--- src/rfl_pkg.sv ---
package rfl_pkg;

  localparam int unsigned ADDR_W = 6;
  localparam int unsigned DATA_W = 8;

  localparam logic [5:0] ADR_RX_LIMIT_LOW   = 6'h1B;
  localparam logic [5:0] ADR_FIFO_FLAGS     = 6'h1C;
  localparam logic [5:0] ADR_TX_COUNT_HIGH  = 6'h1D;
  localparam logic [5:0] ADR_TX_COUNT_LOW   = 6'h1E;
  localparam logic [5:0] ADR_FIFO_DATA      = 6'h1F;

  localparam logic [7:0] RST_BYTE           = 8'h00;

  localparam int unsigned FIFO_DEPTH        = 24;
  localparam int unsigned FIFO_HIGH_LEVEL   = 18;
  localparam int unsigned FIFO_LOW_LEVEL    = 6;
  localparam int unsigned TX_START_BYTES    = 3;

  localparam int unsigned FLAG_HIGH_BIT     = 7;
  localparam int unsigned FLAG_LOW_BIT      = 6;
  localparam int unsigned FLAG_OVF_BIT      = 5;

  localparam int unsigned TXL_COUNT_LSB     = 4;
  localparam int unsigned TXL_BITS_LSB      = 1;
  localparam int unsigned TXL_PARTIAL_BIT   = 0;

  localparam logic [9:0] LIMIT_QUERY        = 10'h010;
  localparam logic [9:0] LIMIT_REQ_HANDLE   = 10'h020;

  localparam logic [7:0] CMD_FIFO_RESET     = 8'h8F;
  localparam logic [7:0] CMD_TX_FIRST       = 8'h90;
  localparam logic [7:0] CMD_TX_LAST        = 8'h94;
  localparam logic [7:0] CMD_QUERY_FIRST    = 8'h98;
  localparam logic [7:0] CMD_QUERY_LAST     = 8'h9C;
  localparam logic [7:0] CMD_REQ_HANDLE     = 8'h9F;

  typedef struct packed {
    logic [11:0] tx_complete_byte_count;
    logic [2:0]  partial_byte_bits;
    logic        partial;
  } rfl_tx_len_t;

endpackage

--- src/rfl_core.sv ---
`timescale 1ns/10ps
// What this block does
// - nonzero bit limit ends reception after that many bits; zero means stop on pause
// - commands 98 to 9C force the receive bit limit to 16
// - command 9F forces the receive bit limit to 32
// - bit limit low byte clears on reset, chip enable low, successful reception end
// - during reception flag high level once 18 bytes are held
// - during transmission flag low level when only 6 bytes remain
// - overflow flag in status bit 5 on write into a full fifo
// - five low status bits give the unread byte count
// - 12-bit tx byte count: upper eight in 1D, lowest four in 1E bits 7..4
// - tx count high register clears on reset, enable low and tx end of frame
// - partial byte bit count is used only when the partial flag is set
// - bit 0 of 1E set means the last byte is shorter than 8 bits
// - 1E write value drives sending but is never read back
// - 1E bits 4..0 read the valid bit count of the last received byte
// - incomplete final received byte keeps its valid bits at the lsb end
// - 24-byte circular fifo at 1F with wrapping write and read pointers
// - fifo count and overflow flag clear on reset and while chip enable is low
// - sending starts at the third fifo byte, or when a short message is loaded
// - fifo reset command clears pointers and count, and the overflow flag unless a write overflows in that cycle
// - receive limit bits 9 and 8 come from the neighbouring length register
module rfl_core #(
  parameter int unsigned DEPTH = rfl_pkg::FIFO_DEPTH
) (
  input  wire logic                      clock,
  input  wire logic                      sys_rst,
  input  wire logic                      chip_en,
  input  wire logic [rfl_pkg::ADDR_W-1:0] reg_addr,
  input  wire logic                      reg_wr,
  input  wire logic                      reg_rd,
  input  wire logic [7:0]                reg_wdata,
  output logic      [7:0]                reg_rdata,
  input  wire logic                      cmd_valid,
  input  wire logic [7:0]                cmd_code,
  input  wire logic [1:0]                rx_limit_high,
  input  wire logic                      rx_active,
  input  wire logic                      rx_byte_valid,
  input  wire logic [7:0]                rx_byte,
  input  wire logic                      rx_byte_last,
  input  wire logic [2:0]                rx_byte_bits,
  input  wire logic                      rx_done_ok,
  input  wire logic [4:0]                rx_last_bits,
  output logic      [9:0]                rx_bit_limit,
  output logic                           rx_stop_on_pause,
  input  wire logic                      tx_active,
  input  wire logic                      tx_byte_req,
  input  wire logic                      tx_eof,
  output logic                           tx_start,
  output logic      [7:0]                tx_data,
  output logic                           tx_data_valid,
  output rfl_pkg::rfl_tx_len_t           tx_len,
  output logic                           fifo_reset_pulse
);

  localparam int unsigned PW = $clog2(DEPTH);
  localparam logic [PW-1:0] LAST_IDX = PW'(DEPTH - 1);
  localparam logic [4:0] CNT_FULL = 5'(DEPTH);
  localparam logic [4:0] CNT_HIGH = 5'(rfl_pkg::FIFO_HIGH_LEVEL);
  localparam logic [4:0] CNT_LOW  = 5'(rfl_pkg::FIFO_LOW_LEVEL);
  localparam logic [4:0] CNT_GO   = 5'(rfl_pkg::TX_START_BYTES);

  // chip enable is a pin: two flops before use
  logic en_meta_r;
  logic en_r;
  always_ff @(posedge clock or posedge sys_rst)
    if (sys_rst)
    begin
      en_meta_r <= 1'b0;
      en_r      <= 1'b0;
    end
    else
    begin
      en_meta_r <= chip_en;
      en_r      <= en_meta_r;
    end

  wire clr = !en_r;

  logic [7:0]           limit_low_r;
  logic [7:0]           count_high_r;
  logic [7:0]           count_low_r;
  logic [4:0]           rx_bits_r;
  logic [9:0]           forced_limit_r;
  logic                 forced_r;
  logic [7:0]           mem_r [DEPTH];
  logic [PW-1:0]        wp_r;
  logic [PW-1:0]        rp_r;
  logic [4:0]           cnt_r;
  logic                 ovf_r;
  logic                 tx_pend_r;

  wire wr_limit  = reg_wr && reg_addr == rfl_pkg::ADR_RX_LIMIT_LOW;
  wire wr_high   = reg_wr && reg_addr == rfl_pkg::ADR_TX_COUNT_HIGH;
  wire wr_low    = reg_wr && reg_addr == rfl_pkg::ADR_TX_COUNT_LOW;
  wire wr_fifo   = reg_wr && reg_addr == rfl_pkg::ADR_FIFO_DATA;
  wire rd_fifo   = reg_rd && reg_addr == rfl_pkg::ADR_FIFO_DATA;
  wire cmd_reset = cmd_valid && cmd_code == rfl_pkg::CMD_FIFO_RESET;
  wire cmd_query = cmd_valid && cmd_code >= rfl_pkg::CMD_QUERY_FIRST
                   && cmd_code <= rfl_pkg::CMD_QUERY_LAST;
  wire cmd_rn    = cmd_valid && cmd_code == rfl_pkg::CMD_REQ_HANDLE;
  wire cmd_tx    = cmd_valid && ((cmd_code >= rfl_pkg::CMD_TX_FIRST
                   && cmd_code <= rfl_pkg::CMD_TX_LAST) || cmd_query || cmd_rn);

  wire full  = cnt_r == CNT_FULL;
  wire empty = cnt_r == 5'h00;

  // the decoder has priority; a host write in the same cycle is dropped
  wire       push_req  = rx_byte_valid || wr_fifo;
  wire [7:0] push_byte_raw = rx_byte_valid ? rx_byte : reg_wdata;
  wire       partial_in = rx_byte_valid && rx_byte_last && rx_byte_bits != 3'h0;
  wire [3:0] shift_amt = 4'h8 - {1'b0, rx_byte_bits};
  wire [7:0] push_byte = partial_in ? push_byte_raw >> shift_amt : push_byte_raw;
  wire       push      = push_req && !full;
  wire       pop_host  = rd_fifo && !empty;
  wire       pop_tx    = tx_byte_req && !empty && !rd_fifo;
  wire       pop       = pop_host || pop_tx;
  wire [PW-1:0] wp_nxt = wp_r == LAST_IDX ? '0 : wp_r + 1'b1;
  wire [PW-1:0] rp_nxt = rp_r == LAST_IDX ? '0 : rp_r + 1'b1;
  wire [4:0] cnt_nxt   = 5'(cnt_r + {4'h0, push} - {4'h0, pop});

  // the struct carries count, bits and flag; bits are masked when flag is off
  assign tx_len.tx_complete_byte_count = {count_high_r, count_low_r[7:rfl_pkg::TXL_COUNT_LSB]};
  assign tx_len.partial = count_low_r[rfl_pkg::TXL_PARTIAL_BIT];
  assign tx_len.partial_byte_bits = tx_len.partial ?
    count_low_r[rfl_pkg::TXL_BITS_LSB +: 3] : 3'h0;

  wire [12:0] msg_bytes = {1'b0, tx_len.tx_complete_byte_count} + {12'h000, tx_len.partial};
  wire        loaded    = {8'h00, cnt_r} >= msg_bytes;
  wire        go        = tx_pend_r && (cnt_r >= CNT_GO || loaded);

  assign rx_bit_limit = forced_r ? forced_limit_r : {rx_limit_high, limit_low_r};
  assign rx_stop_on_pause = rx_bit_limit == 10'h000;

  wire hi_flag = rx_active && cnt_r >= CNT_HIGH;
  wire lo_flag = tx_active && cnt_r <= CNT_LOW;
  wire [7:0] status = {hi_flag, lo_flag, ovf_r, cnt_r};

  logic [7:0] rd_mux;
  always_comb
  begin
    case (reg_addr)
      rfl_pkg::ADR_RX_LIMIT_LOW:  rd_mux = limit_low_r;
      rfl_pkg::ADR_FIFO_FLAGS:    rd_mux = status;
      rfl_pkg::ADR_TX_COUNT_HIGH: rd_mux = count_high_r;
      rfl_pkg::ADR_TX_COUNT_LOW:  rd_mux = {3'h0, rx_bits_r};
      rfl_pkg::ADR_FIFO_DATA:     rd_mux = empty ? 8'h00 : mem_r[rp_r];
      default:                    rd_mux = 8'h00;
    endcase
  end

  always_ff @(posedge clock or posedge sys_rst)
    if (sys_rst)
      reg_rdata <= rfl_pkg::RST_BYTE;
    else if (reg_rd)
      reg_rdata <= rd_mux;

  // length and limit registers
  always_ff @(posedge clock or posedge sys_rst)
    if (sys_rst)
    begin
      limit_low_r  <= rfl_pkg::RST_BYTE;
      count_high_r <= rfl_pkg::RST_BYTE;
      count_low_r  <= rfl_pkg::RST_BYTE;
      rx_bits_r    <= 5'h00;
    end
    else if (clr)
    begin
      limit_low_r  <= rfl_pkg::RST_BYTE;
      count_high_r <= rfl_pkg::RST_BYTE;
      count_low_r  <= rfl_pkg::RST_BYTE;
      rx_bits_r    <= 5'h00;
    end
    else
    begin
      if (wr_limit)
        limit_low_r <= reg_wdata;
      else if (rx_done_ok)
        limit_low_r <= rfl_pkg::RST_BYTE;
      if (wr_high)
        count_high_r <= reg_wdata;
      else if (tx_eof)
        count_high_r <= rfl_pkg::RST_BYTE;
      if (wr_low)
        count_low_r <= reg_wdata;
      if (rx_done_ok)
        rx_bits_r <= rx_last_bits;
    end

  // a forced limit lasts until the reception it was meant for ends
  always_ff @(posedge clock or posedge sys_rst)
    if (sys_rst)
    begin
      forced_r       <= 1'b0;
      forced_limit_r <= 10'h000;
    end
    else if (clr)
      forced_r <= 1'b0;
    else if (cmd_query || cmd_rn)
    begin
      forced_r       <= 1'b1;
      forced_limit_r <= cmd_rn ? rfl_pkg::LIMIT_REQ_HANDLE : rfl_pkg::LIMIT_QUERY;
    end
    else if (rx_done_ok)
      forced_r <= 1'b0;

  // fifo storage, one flop row per entry
  for (genvar i = 0; i < DEPTH; i++)
  begin : g_mem
    always_ff @(posedge clock)
      if (push && wp_r == PW'(i))
        mem_r[i] <= push_byte;
  end

  always_ff @(posedge clock or posedge sys_rst)
    if (sys_rst)
    begin
      wp_r  <= '0;
      rp_r  <= '0;
      cnt_r <= 5'h00;
      ovf_r <= 1'b0;
    end
    else if (clr || cmd_reset)
    begin
      wp_r  <= '0;
      rp_r  <= '0;
      cnt_r <= 5'h00;
      // an overflow in the reset cycle survives, so the host still learns of the lost byte
      ovf_r <= !clr && push_req && full;
    end
    else
    begin
      if (push)
        wp_r <= wp_nxt;
      if (pop)
        rp_r <= rp_nxt;
      cnt_r <= cnt_nxt;
      if (push_req && full)
        ovf_r <= 1'b1;
    end

  // transmit side: start and byte hand-off
  always_ff @(posedge clock or posedge sys_rst)
    if (sys_rst)
    begin
      tx_pend_r     <= 1'b0;
      tx_start      <= 1'b0;
      tx_data       <= 8'h00;
      tx_data_valid <= 1'b0;
    end
    else if (clr)
    begin
      tx_pend_r     <= 1'b0;
      tx_start      <= 1'b0;
      tx_data_valid <= 1'b0;
    end
    else
    begin
      tx_start      <= go;
      tx_pend_r     <= cmd_tx || (tx_pend_r && !go);
      tx_data_valid <= pop_tx;
      if (pop_tx)
        tx_data <= mem_r[rp_r];
    end

  always_ff @(posedge clock or posedge sys_rst)
    if (sys_rst)
      fifo_reset_pulse <= 1'b0;
    else
      fifo_reset_pulse <= cmd_reset && !clr;

  count_range_a: assert property (@(posedge clock) disable iff (sys_rst)
    cnt_r <= CNT_FULL)
    else $error("fifo count above depth");

  count_track_a: assert property (@(posedge clock) disable iff (sys_rst)
    (en_r && !cmd_reset && push && !pop) |=> cnt_r == $past(cnt_r) + 5'h01)
    else $error("count did not follow a push");

  ovf_set_a: assert property (@(posedge clock) disable iff (sys_rst)
    (en_r && push_req && full) |=> status[rfl_pkg::FLAG_OVF_BIT])
    else $error("overflow flag not set");

  ovf_hold_a: assert property (@(posedge clock) disable iff (sys_rst)
    (ovf_r && en_r && !cmd_reset) |=> ovf_r)
    else $error("overflow flag lost before fifo reset");

  discard_wr_a: assert property (@(posedge clock) disable iff (sys_rst)
    (en_r && !cmd_reset && push_req && full) |=> $stable(wp_r))
    else $error("write into a full fifo moved the pointer");

  clear_en_a: assert property (@(posedge clock) disable iff (sys_rst)
    !en_r |=> status[5:0] == 6'h00 && limit_low_r == 8'h00 && count_high_r == 8'h00)
    else $error("state not cleared by chip enable low");

  flag_level_a: assert property (@(posedge clock) disable iff (sys_rst)
    status[rfl_pkg::FLAG_HIGH_BIT] == (rx_active && cnt_r >= CNT_HIGH))
    else $error("high level flag wrong");

  low_level_a: assert property (@(posedge clock) disable iff (sys_rst)
    status[rfl_pkg::FLAG_LOW_BIT] == (tx_active && cnt_r <= CNT_LOW))
    else $error("low level flag wrong");

  forced_lim_a: assert property (@(posedge clock) disable iff (sys_rst)
    (en_r && cmd_rn) |=> rx_bit_limit == rfl_pkg::LIMIT_REQ_HANDLE)
    else $error("request handle limit not 32");

  query_lim_a: assert property (@(posedge clock) disable iff (sys_rst)
    (en_r && cmd_query) |=> rx_bit_limit == rfl_pkg::LIMIT_QUERY)
    else $error("query limit not 16");

  eof_clear_a: assert property (@(posedge clock) disable iff (sys_rst)
    (tx_eof && !wr_high) |=> count_high_r == 8'h00)
    else $error("tx count high not cleared at end of frame");

  rx_end_a: assert property (@(posedge clock) disable iff (sys_rst)
    (en_r && rx_done_ok && !wr_limit) |=> limit_low_r == 8'h00 && rx_bits_r == $past(rx_last_bits))
    else $error("reception end bookkeeping wrong");

  tx_go_a: assert property (@(posedge clock) disable iff (sys_rst)
    (en_r && tx_pend_r && cnt_r >= CNT_GO) |=> tx_start && (!tx_pend_r || $past(cmd_tx)))
    else $error("transmit did not start at third byte");

  ptr_wrap_a: assert property (@(posedge clock) disable iff (sys_rst)
    (en_r && !cmd_reset && push && wp_r == LAST_IDX) |=> wp_r == '0)
    else $error("write pointer did not wrap");

  fifo_clear_a: assert property (@(posedge clock) disable iff (sys_rst)
    (en_r && cmd_reset) |=> cnt_r == 5'h00 && wp_r == '0 && rp_r == '0)
    else $error("fifo reset left pointers or count");

  tx_short_a: assert property (@(posedge clock) disable iff (sys_rst)
    (en_r && tx_pend_r && loaded) |=> tx_start)
    else $error("short message did not start once loaded");

  len_read_a: assert property (@(posedge clock) disable iff (sys_rst)
    (reg_rd && reg_addr == rfl_pkg::ADR_TX_COUNT_LOW) |=> reg_rdata == {3'h0, $past(rx_bits_r)})
    else $error("length byte two read wrong");

  tx_hand_a: assert property (@(posedge clock) disable iff (sys_rst)
    (en_r && pop_tx) |=> tx_data_valid && tx_data == $past(mem_r[rp_r]))
    else $error("coder byte not handed over in order");

endmodule

--- config.mk ---
export PLATFORM = sky130hd
export DESIGN_NAME = rfl_core
export DESIGN_NICKNAME = d
export VERILOG_FILES = /design/src/rfl_pkg.sv /design/src/rfl_core.sv
export SDC_FILE = /design/constraint.sdc
export NUM_CORES = 1
export LEC_CHECK = 0
export BUFFER_PORTS_ARGS = -buffer_cell sky130_fd_sc_hd__buf_2
export CAP_MARGIN = 20
export CORE_ASPECT_RATIO = 1.2
export CORE_MARGIN = 2
export CORE_UTILIZATION = 50
export CTS_CLUSTER_DIAMETER = 40
export DETAILED_ROUTE_END_ITERATION = 8
export HOLD_SLACK_MARGIN = 0.08
export PLACE_DENSITY = 0.7
export SLEW_MARGIN = 10
export SYNTH_ARGS = -nofsm -noshare
export SYNTH_HDL_FRONTEND = slang
export SYNTH_SLANG_ARGS = --single-unit
export TNS_END_PERCENT = 1
--- constraint.sdc ---
create_clock -name clock -period 5.55 [get_ports clock]
set_input_delay 0.8325 -clock clock [delete_from_list [all_inputs] [get_ports clock]]
set_output_delay 0.8325 -clock clock [all_outputs]
set_load 0.01 [all_outputs]
# [Yosys cells after proc, flatten, opt, wreduce, memory -nomap -nowiden]
# Memory sizes are Yosys's and may differ from the RTL's.
# Index checks and enable logic that the tools add are counted.
[word_totals] reg_bits=78 ram_bits=192 inputBits=53 wordCells=314 n_memories=1
[mem_list] name="mem_r" depth=24 word_bits=8 rd=1 rd_clocked_by_memory_dff=0 write_ports=1 line_no="rfl_core.sv:86" rtl="logic [7:0] mem_r [DEPTH];"
[op_classes] n_addsub=6 n_lt_le_gt_ge=8 n_eq_ne=37 n_shift=1 n_mux=149 n_reduce_logical=94
[ops] operator="two-way mux 8 bit" n=34
[ops] operator="OR reduction 8 bit" n=23
[ops] operator="two-way mux 5 bit" n=32
[ops] operator="two-way mux 1 bit" n=79
[ops] operator="== test 5 bit (second input constant)" n=10
[ops] operator="logical AND 1 bit" n=49
[ops] operator="== test 5 x 4 -> 1 bit (second input constant)" n=8
[ops] operator="one-hot mux 8 bit (5 select lines)" n=1
[ops] operator="== test 6 x 5 -> 1 bit (second input constant)" n=5
[ops] operator="== test 5 x 3 -> 1 bit (second input constant)" n=4
[ops] operator="== test 8 bit (second input constant)" n=2
[ops] operator="greater-or-equal comparator 8 bit (second input constant)" n=2
[ops] operator="less-or-equal comparator 8 bit (second input constant)" n=2
[ops] operator="adder 12 x 1 -> 13 bit" n=1
[ops] operator="greater-or-equal comparator 5 x 13 -> 1 bit" n=1
[ops] operator="adder 5 x 1 -> 5 bit (second input constant)" n=2
[ops] operator="== test 5 x 2 -> 1 bit (second input constant)" n=2
[ops] operator="zero test 10 bit" n=1
[ops] operator="zero test 5 bit" n=2
[ops] operator="two-way mux 10 bit" n=1
[ops] operator="!= test 3 x 2 -> 1 bit (second input constant)" n=3
[ops] operator="logical OR 1 bit" n=8
[ops] operator=">> shifter 8 x 4 -> 8 bit" n=1
[ops] operator="two-way mux 6 bit" n=1
[ops] operator="14 further kinds" n=21

# [Depth between registers and ports, before layout]
[depth] word_depth=31 mapped_depth=13 depth_no_buf=12

# [Worst setup path after synthesis]
# No wires, ideal clock.
[synth_timing] path_type="input port to flip-flop" start="in rx_byte_bits[0]" end="mem mem_r[0][5] (data pin)" setup_time_ns=0.392 arrival_time_ns=3.338 slack_ns=1.820 stages=7 n_path_buf=1 cell_sequence="buf_2 clkinv_1 ha_1 ha_1 nand3b_1 or3_1 o21ai_0"
[synth_via] elab_chain_cells=26 word_cells_on_any_way=28
[synth_lines] element="start: declaration" line_no="rfl_core.sv:41" rtl="input wire logic [2:0] rx_byte_bits,"
[synth_lines] element="subtractor 4 x 3 -> 4 bit or nonzero test 3 bit (tied branches)" line_no="rfl_core.sv:112, rfl_core.sv:111"
[synth_lines] element=">> shifter 8 x 4 -> 8 bit or logical AND 1 bit (tied branches)" line_no="rfl_core.sv:113, rfl_core.sv:111"
[synth_lines] element="two-way mux 8 bit (*)" line_no="rfl_core.sv:113" rtl="wire [7:0] push_byte = partial_in ? push_byte_raw >> shift_amt : push_byte_raw;"
[synth_lines] element="named net push_byte[5]" line_no="rfl_core.sv:113"
[synth_lines] element="two-way mux 8 bit (no line) (22 in series)"
[synth_lines] element="two-way mux 8 bit (no line) (*)"
[synth_lines] element="end: declaration" line_no="rfl_core.sv:86"
# The timed path passes the listed nets; every way through them passes the cells marked *.

# [Worst setup path in the final report]
[layout_timing] start="in rx_byte_bits[0]" end="mem mem_r[19][4] (data pin)"
# Same word-level chain as after synthesis.

==> out/qor.txt <==
Final HPWL DP = 19,740 µm
Setup ws final = 2.379 ns
Vias per inst = 5.901
Fin. max-slew vios = 0
Post-CTS setup buffer count = 0
GRT Total Usage = 22.57%
Syn Area/Cell = 13.92 µm²
Clock share of power = 38.4%
Routed len/inst = 22.06 µm
Synthesized instance count = 870
CP cell instances = buf_2, clkinv_1, ha_1, ha_1, nand3b_1, or3_1, o22ai_2
Finished Layout Cells = 1,308
Root Driver = clkbuf_16
Hold Path Class = flop to flop
# setup viols final = 0
Crit. End Element = flop
Relative slew slack = 29.09%
Largest net degree at the start of global routing = 71
Final Core Density = 58.15%
Hold Buf Count CTS = 0
Core ar. = 23,890 µm²
Initial Util = 50.70%
Post-route cell area = 13,890 µm²
Synth Net Count = 952
Synth cell types = 70
DR WL met3 = 1767 µm
Async set or reset register ratio after synthesis = 26.72%
Sw Pwr = 1.435 mW
Top cell type's share of synthesized area = 47.60%
RSZ-0062 raised after global routing = false
Final ANT Viol Nets = 0
Logic gate share of total power = 17.3%
Critical Path AT = 3.38 ns
FF/Latch Area = 7521 µm²
Metal2 WL = 14,710 µm
Critical path type = input pin to flop
Cell mode on critical path = ha_1
H-Tree Depth = 1
Iter 0 DRT Violations = 536
Bufs on Longest Clock Path = 3
Internal power = 3.777 mW
Buf/Inv on CP = 2
Reg power frac = 44.3%
Post-synth EDFFs = 192
Dpl cells = 1,251
Slew of the pin with the lowest slew margin = 1.062 ns
ANT cells = 0
Tcrit/Tclk final = 57.13%
Row cnt = 62
First-pass GRT wire length = 44,180 µm
Top sig layer = met4
I/O pin cnt = 99
Clock latency on the worst-skew pair = 0.56 ns
Placed inst area = 12,840 µm²
# DRC = 0
Pre-CTS WS = 1.774 ns
Status = finished clean
Setup TNS = 0 ns
Total CTS buffers = 30
Synthesized area = 12,110 µm²
Yosys warns = 0
Vias post-DR = 7,718
Share of layout cells above drive strength 1 = 24.80%
CP startpoint kind = input pin
Gpl congestion = 0.9051
Wire length on met1 = 11,540 µm
Die span in y = 174.5 µm
Synth area leader = edfxtp_1
PwrDens = 375.1 nW/µm²
Number of global-route vias before repair = 7,515
Area grow syn2layout = 14.70%
Seq/Total Area, Yosys = 62.06%
FILL cells = 1,872
CTS tree = built
Clock Skew = 0.01030 ns
Clock Pin Slew Worst Setup and Hold Paths = 0.06 ns
Antenna violations before repair = 0
Critical Path Max Stage Delay = 0.83 ns
First-pass DRT Iterations = 5
Die Wd = 146.1 µm
Max VDD drop = 0.2425 mV
CP max FO = 24
CP Data Required Time = 5.76 ns
Fmax = 315.4 MHz
Sw Share = 27.54%
Seq cells post-synth = 262
Final Hold Fails = 0
Main synth FF type = edfxtp_1
CP max-delay cell = o22ai_2
Final min period = 3.171 ns
Max Cap Viol = 0
Worst path top cell family by delay = simple AND/OR/NAND/NOR gates
WL final = 28,850 µm
Die Footprint = 25,490 µm²
I/O Buffers = 98
Gr ovfl total = 0
Pleak = 5.335 nW
Layout net count = 1,046
Footprint of the multi-input gates = 4272 µm²
Main area contributors after synthesis = edfxtp_1 (48%), dfrtp_1 (14%), mux2i_1 (5.0%)
Clk sink count = 262
Cts repair resizes = 0
## power by group through the flow
stage	clock network [mW]	registers [mW]	logic [mW]
2_1_floorplan	0	2.31	0.670
3_3_place_gp	0	2.35	0.894
3_5_place_dp	0	2.35	0.910
4_1_cts	2.03	2.31	0.912
5_1_grt	2.10	2.32	0.986
6_report	2.00	2.31	0.902
## kinds of logic after synthesis
logic type | after synthesis | share of synthesized area (%)
flops | 262 | 62.06
simple gates | 241 | 10.35
compound gates | 143 | 8.047
mux | 119 | 13.00
buf+inv | 67 | 2.830
fa+ha+maj | 29 | 3.058
xor+xnor | 9 | 0.6508
## metrics by stage
| stage | power [mW] | hold slack (ns) |
|---|---|---|
| after global routing | 5.414 | 0.3654 |
| after detailed placement | 3.263 | 0.3411 |
| final | 5.212 | 0.3619 |
| after floorplan | 2.977 | 0.3312 |
| after global placement | 3.246 | 0.3437 |
| after CTS | 5.255 | 0.3629 |
## worst register-to-register path: cells and delay by family, from the launching register on
| kind | cells | cell delay, ns |
|---|---|---|
| AOI/OAI and AO/OA | 2 | 0.31 |
| adders and majority gates | 4 | 1.17 |
| buffers and inverters | 2 | 0.18 |
| DFF | 1 | 0.43 |
| and+or+nand+nor | 4 | 0.86 |
## registers in the layout, indices dropped and copies added, names as in the netlist, 2 cells and up
name,cells
rx_bits_r,5
limit_low_r,8
tx_data,8
forced_limit_r,2
cnt_r,5
count_low_r,8
reg_rdata,8
mem_r,192
rp_r,5
wp_r,5
count_high_r,8
## layout by cell type, fill, tap and decap left out, drive strengths merged, types with 9 or more instances in the layout
cell	instances
edfxtp	192
buf	110
dfrtp	70
nor2	68
a21oi	65
mux2i	61
nand2	43
clkbuf	37
mux2	33
nand3	30
ha	28
mux4	25
inv	23
and3	18
nand2b	15
o22ai	15
nor2b	14
clkinv	14
o21ai	11
a221oi	11
or3b	10
o221ai	9
## Yosys cell counts (3+ instances only)
library cell,count
clkbuf_1,17
o22ai_1,15
o21ai_0,10
nor2b_1,14
mux2_4,4
buf_6,6
a21oi_1,65
a31oi_1,4
nand3_1,30
buf_2,9
and3_1,18
ha_1,28
mux2_2,27
mux2i_1,61
mux4_2,21
xor2_1,7
nor2_1,68
buf_1,6
or3_1,6
dfrtp_1,70
or2_2,3
and2_1,7
a221oi_2,6
a221oi_1,5
nor4_1,8
nand2_1,42
mux4_1,4
o211ai_1,3
a22o_1,6
nand2b_1,15
o221ai_1,8
edfxtp_1,192
buf_4,9
nor3_1,5
or3b_2,8
inv_1,17
## cell type report
class	instances	share of cell area (%)
clock buffers	37	6.286
inverters	19	0.5133
flip-flops and latches	262	54.13
multi-input cells	541	30.75
well taps	320	2.882
repair buffers	110	4.206
clock inverters	19	1.234
## per-layer routing
metal | global-route usage [%] | vias to the layer above
met5 | 0 | -
met4 | 7.767 | 0
met3 | 2.913 | 56
met2 | 39.33 | 289
met1 | 29.32 | 3851
li1 | - | 3522
## final timing paths
path / startpoint / endpoint / slack, ns / depth (start not counted)
setup / recovery: rx_byte_bits[0] / mem_r[19][4] / 2.38 / 7
hold / removal: en_meta_r / en_r / 0.36 / 0
setup reg to reg: cnt_r[2] / cnt_r[4] / 2.51 / 12
hold reg to reg: en_meta_r / en_r / 0.36 / 0
max in group asynchronous: sys_rst / rp_r[0] / 4.31 / 3
min in group asynchronous: sys_rst / forced_limit_r[4] / 0.53 / 3
Power figures use the tool's default switching activity.
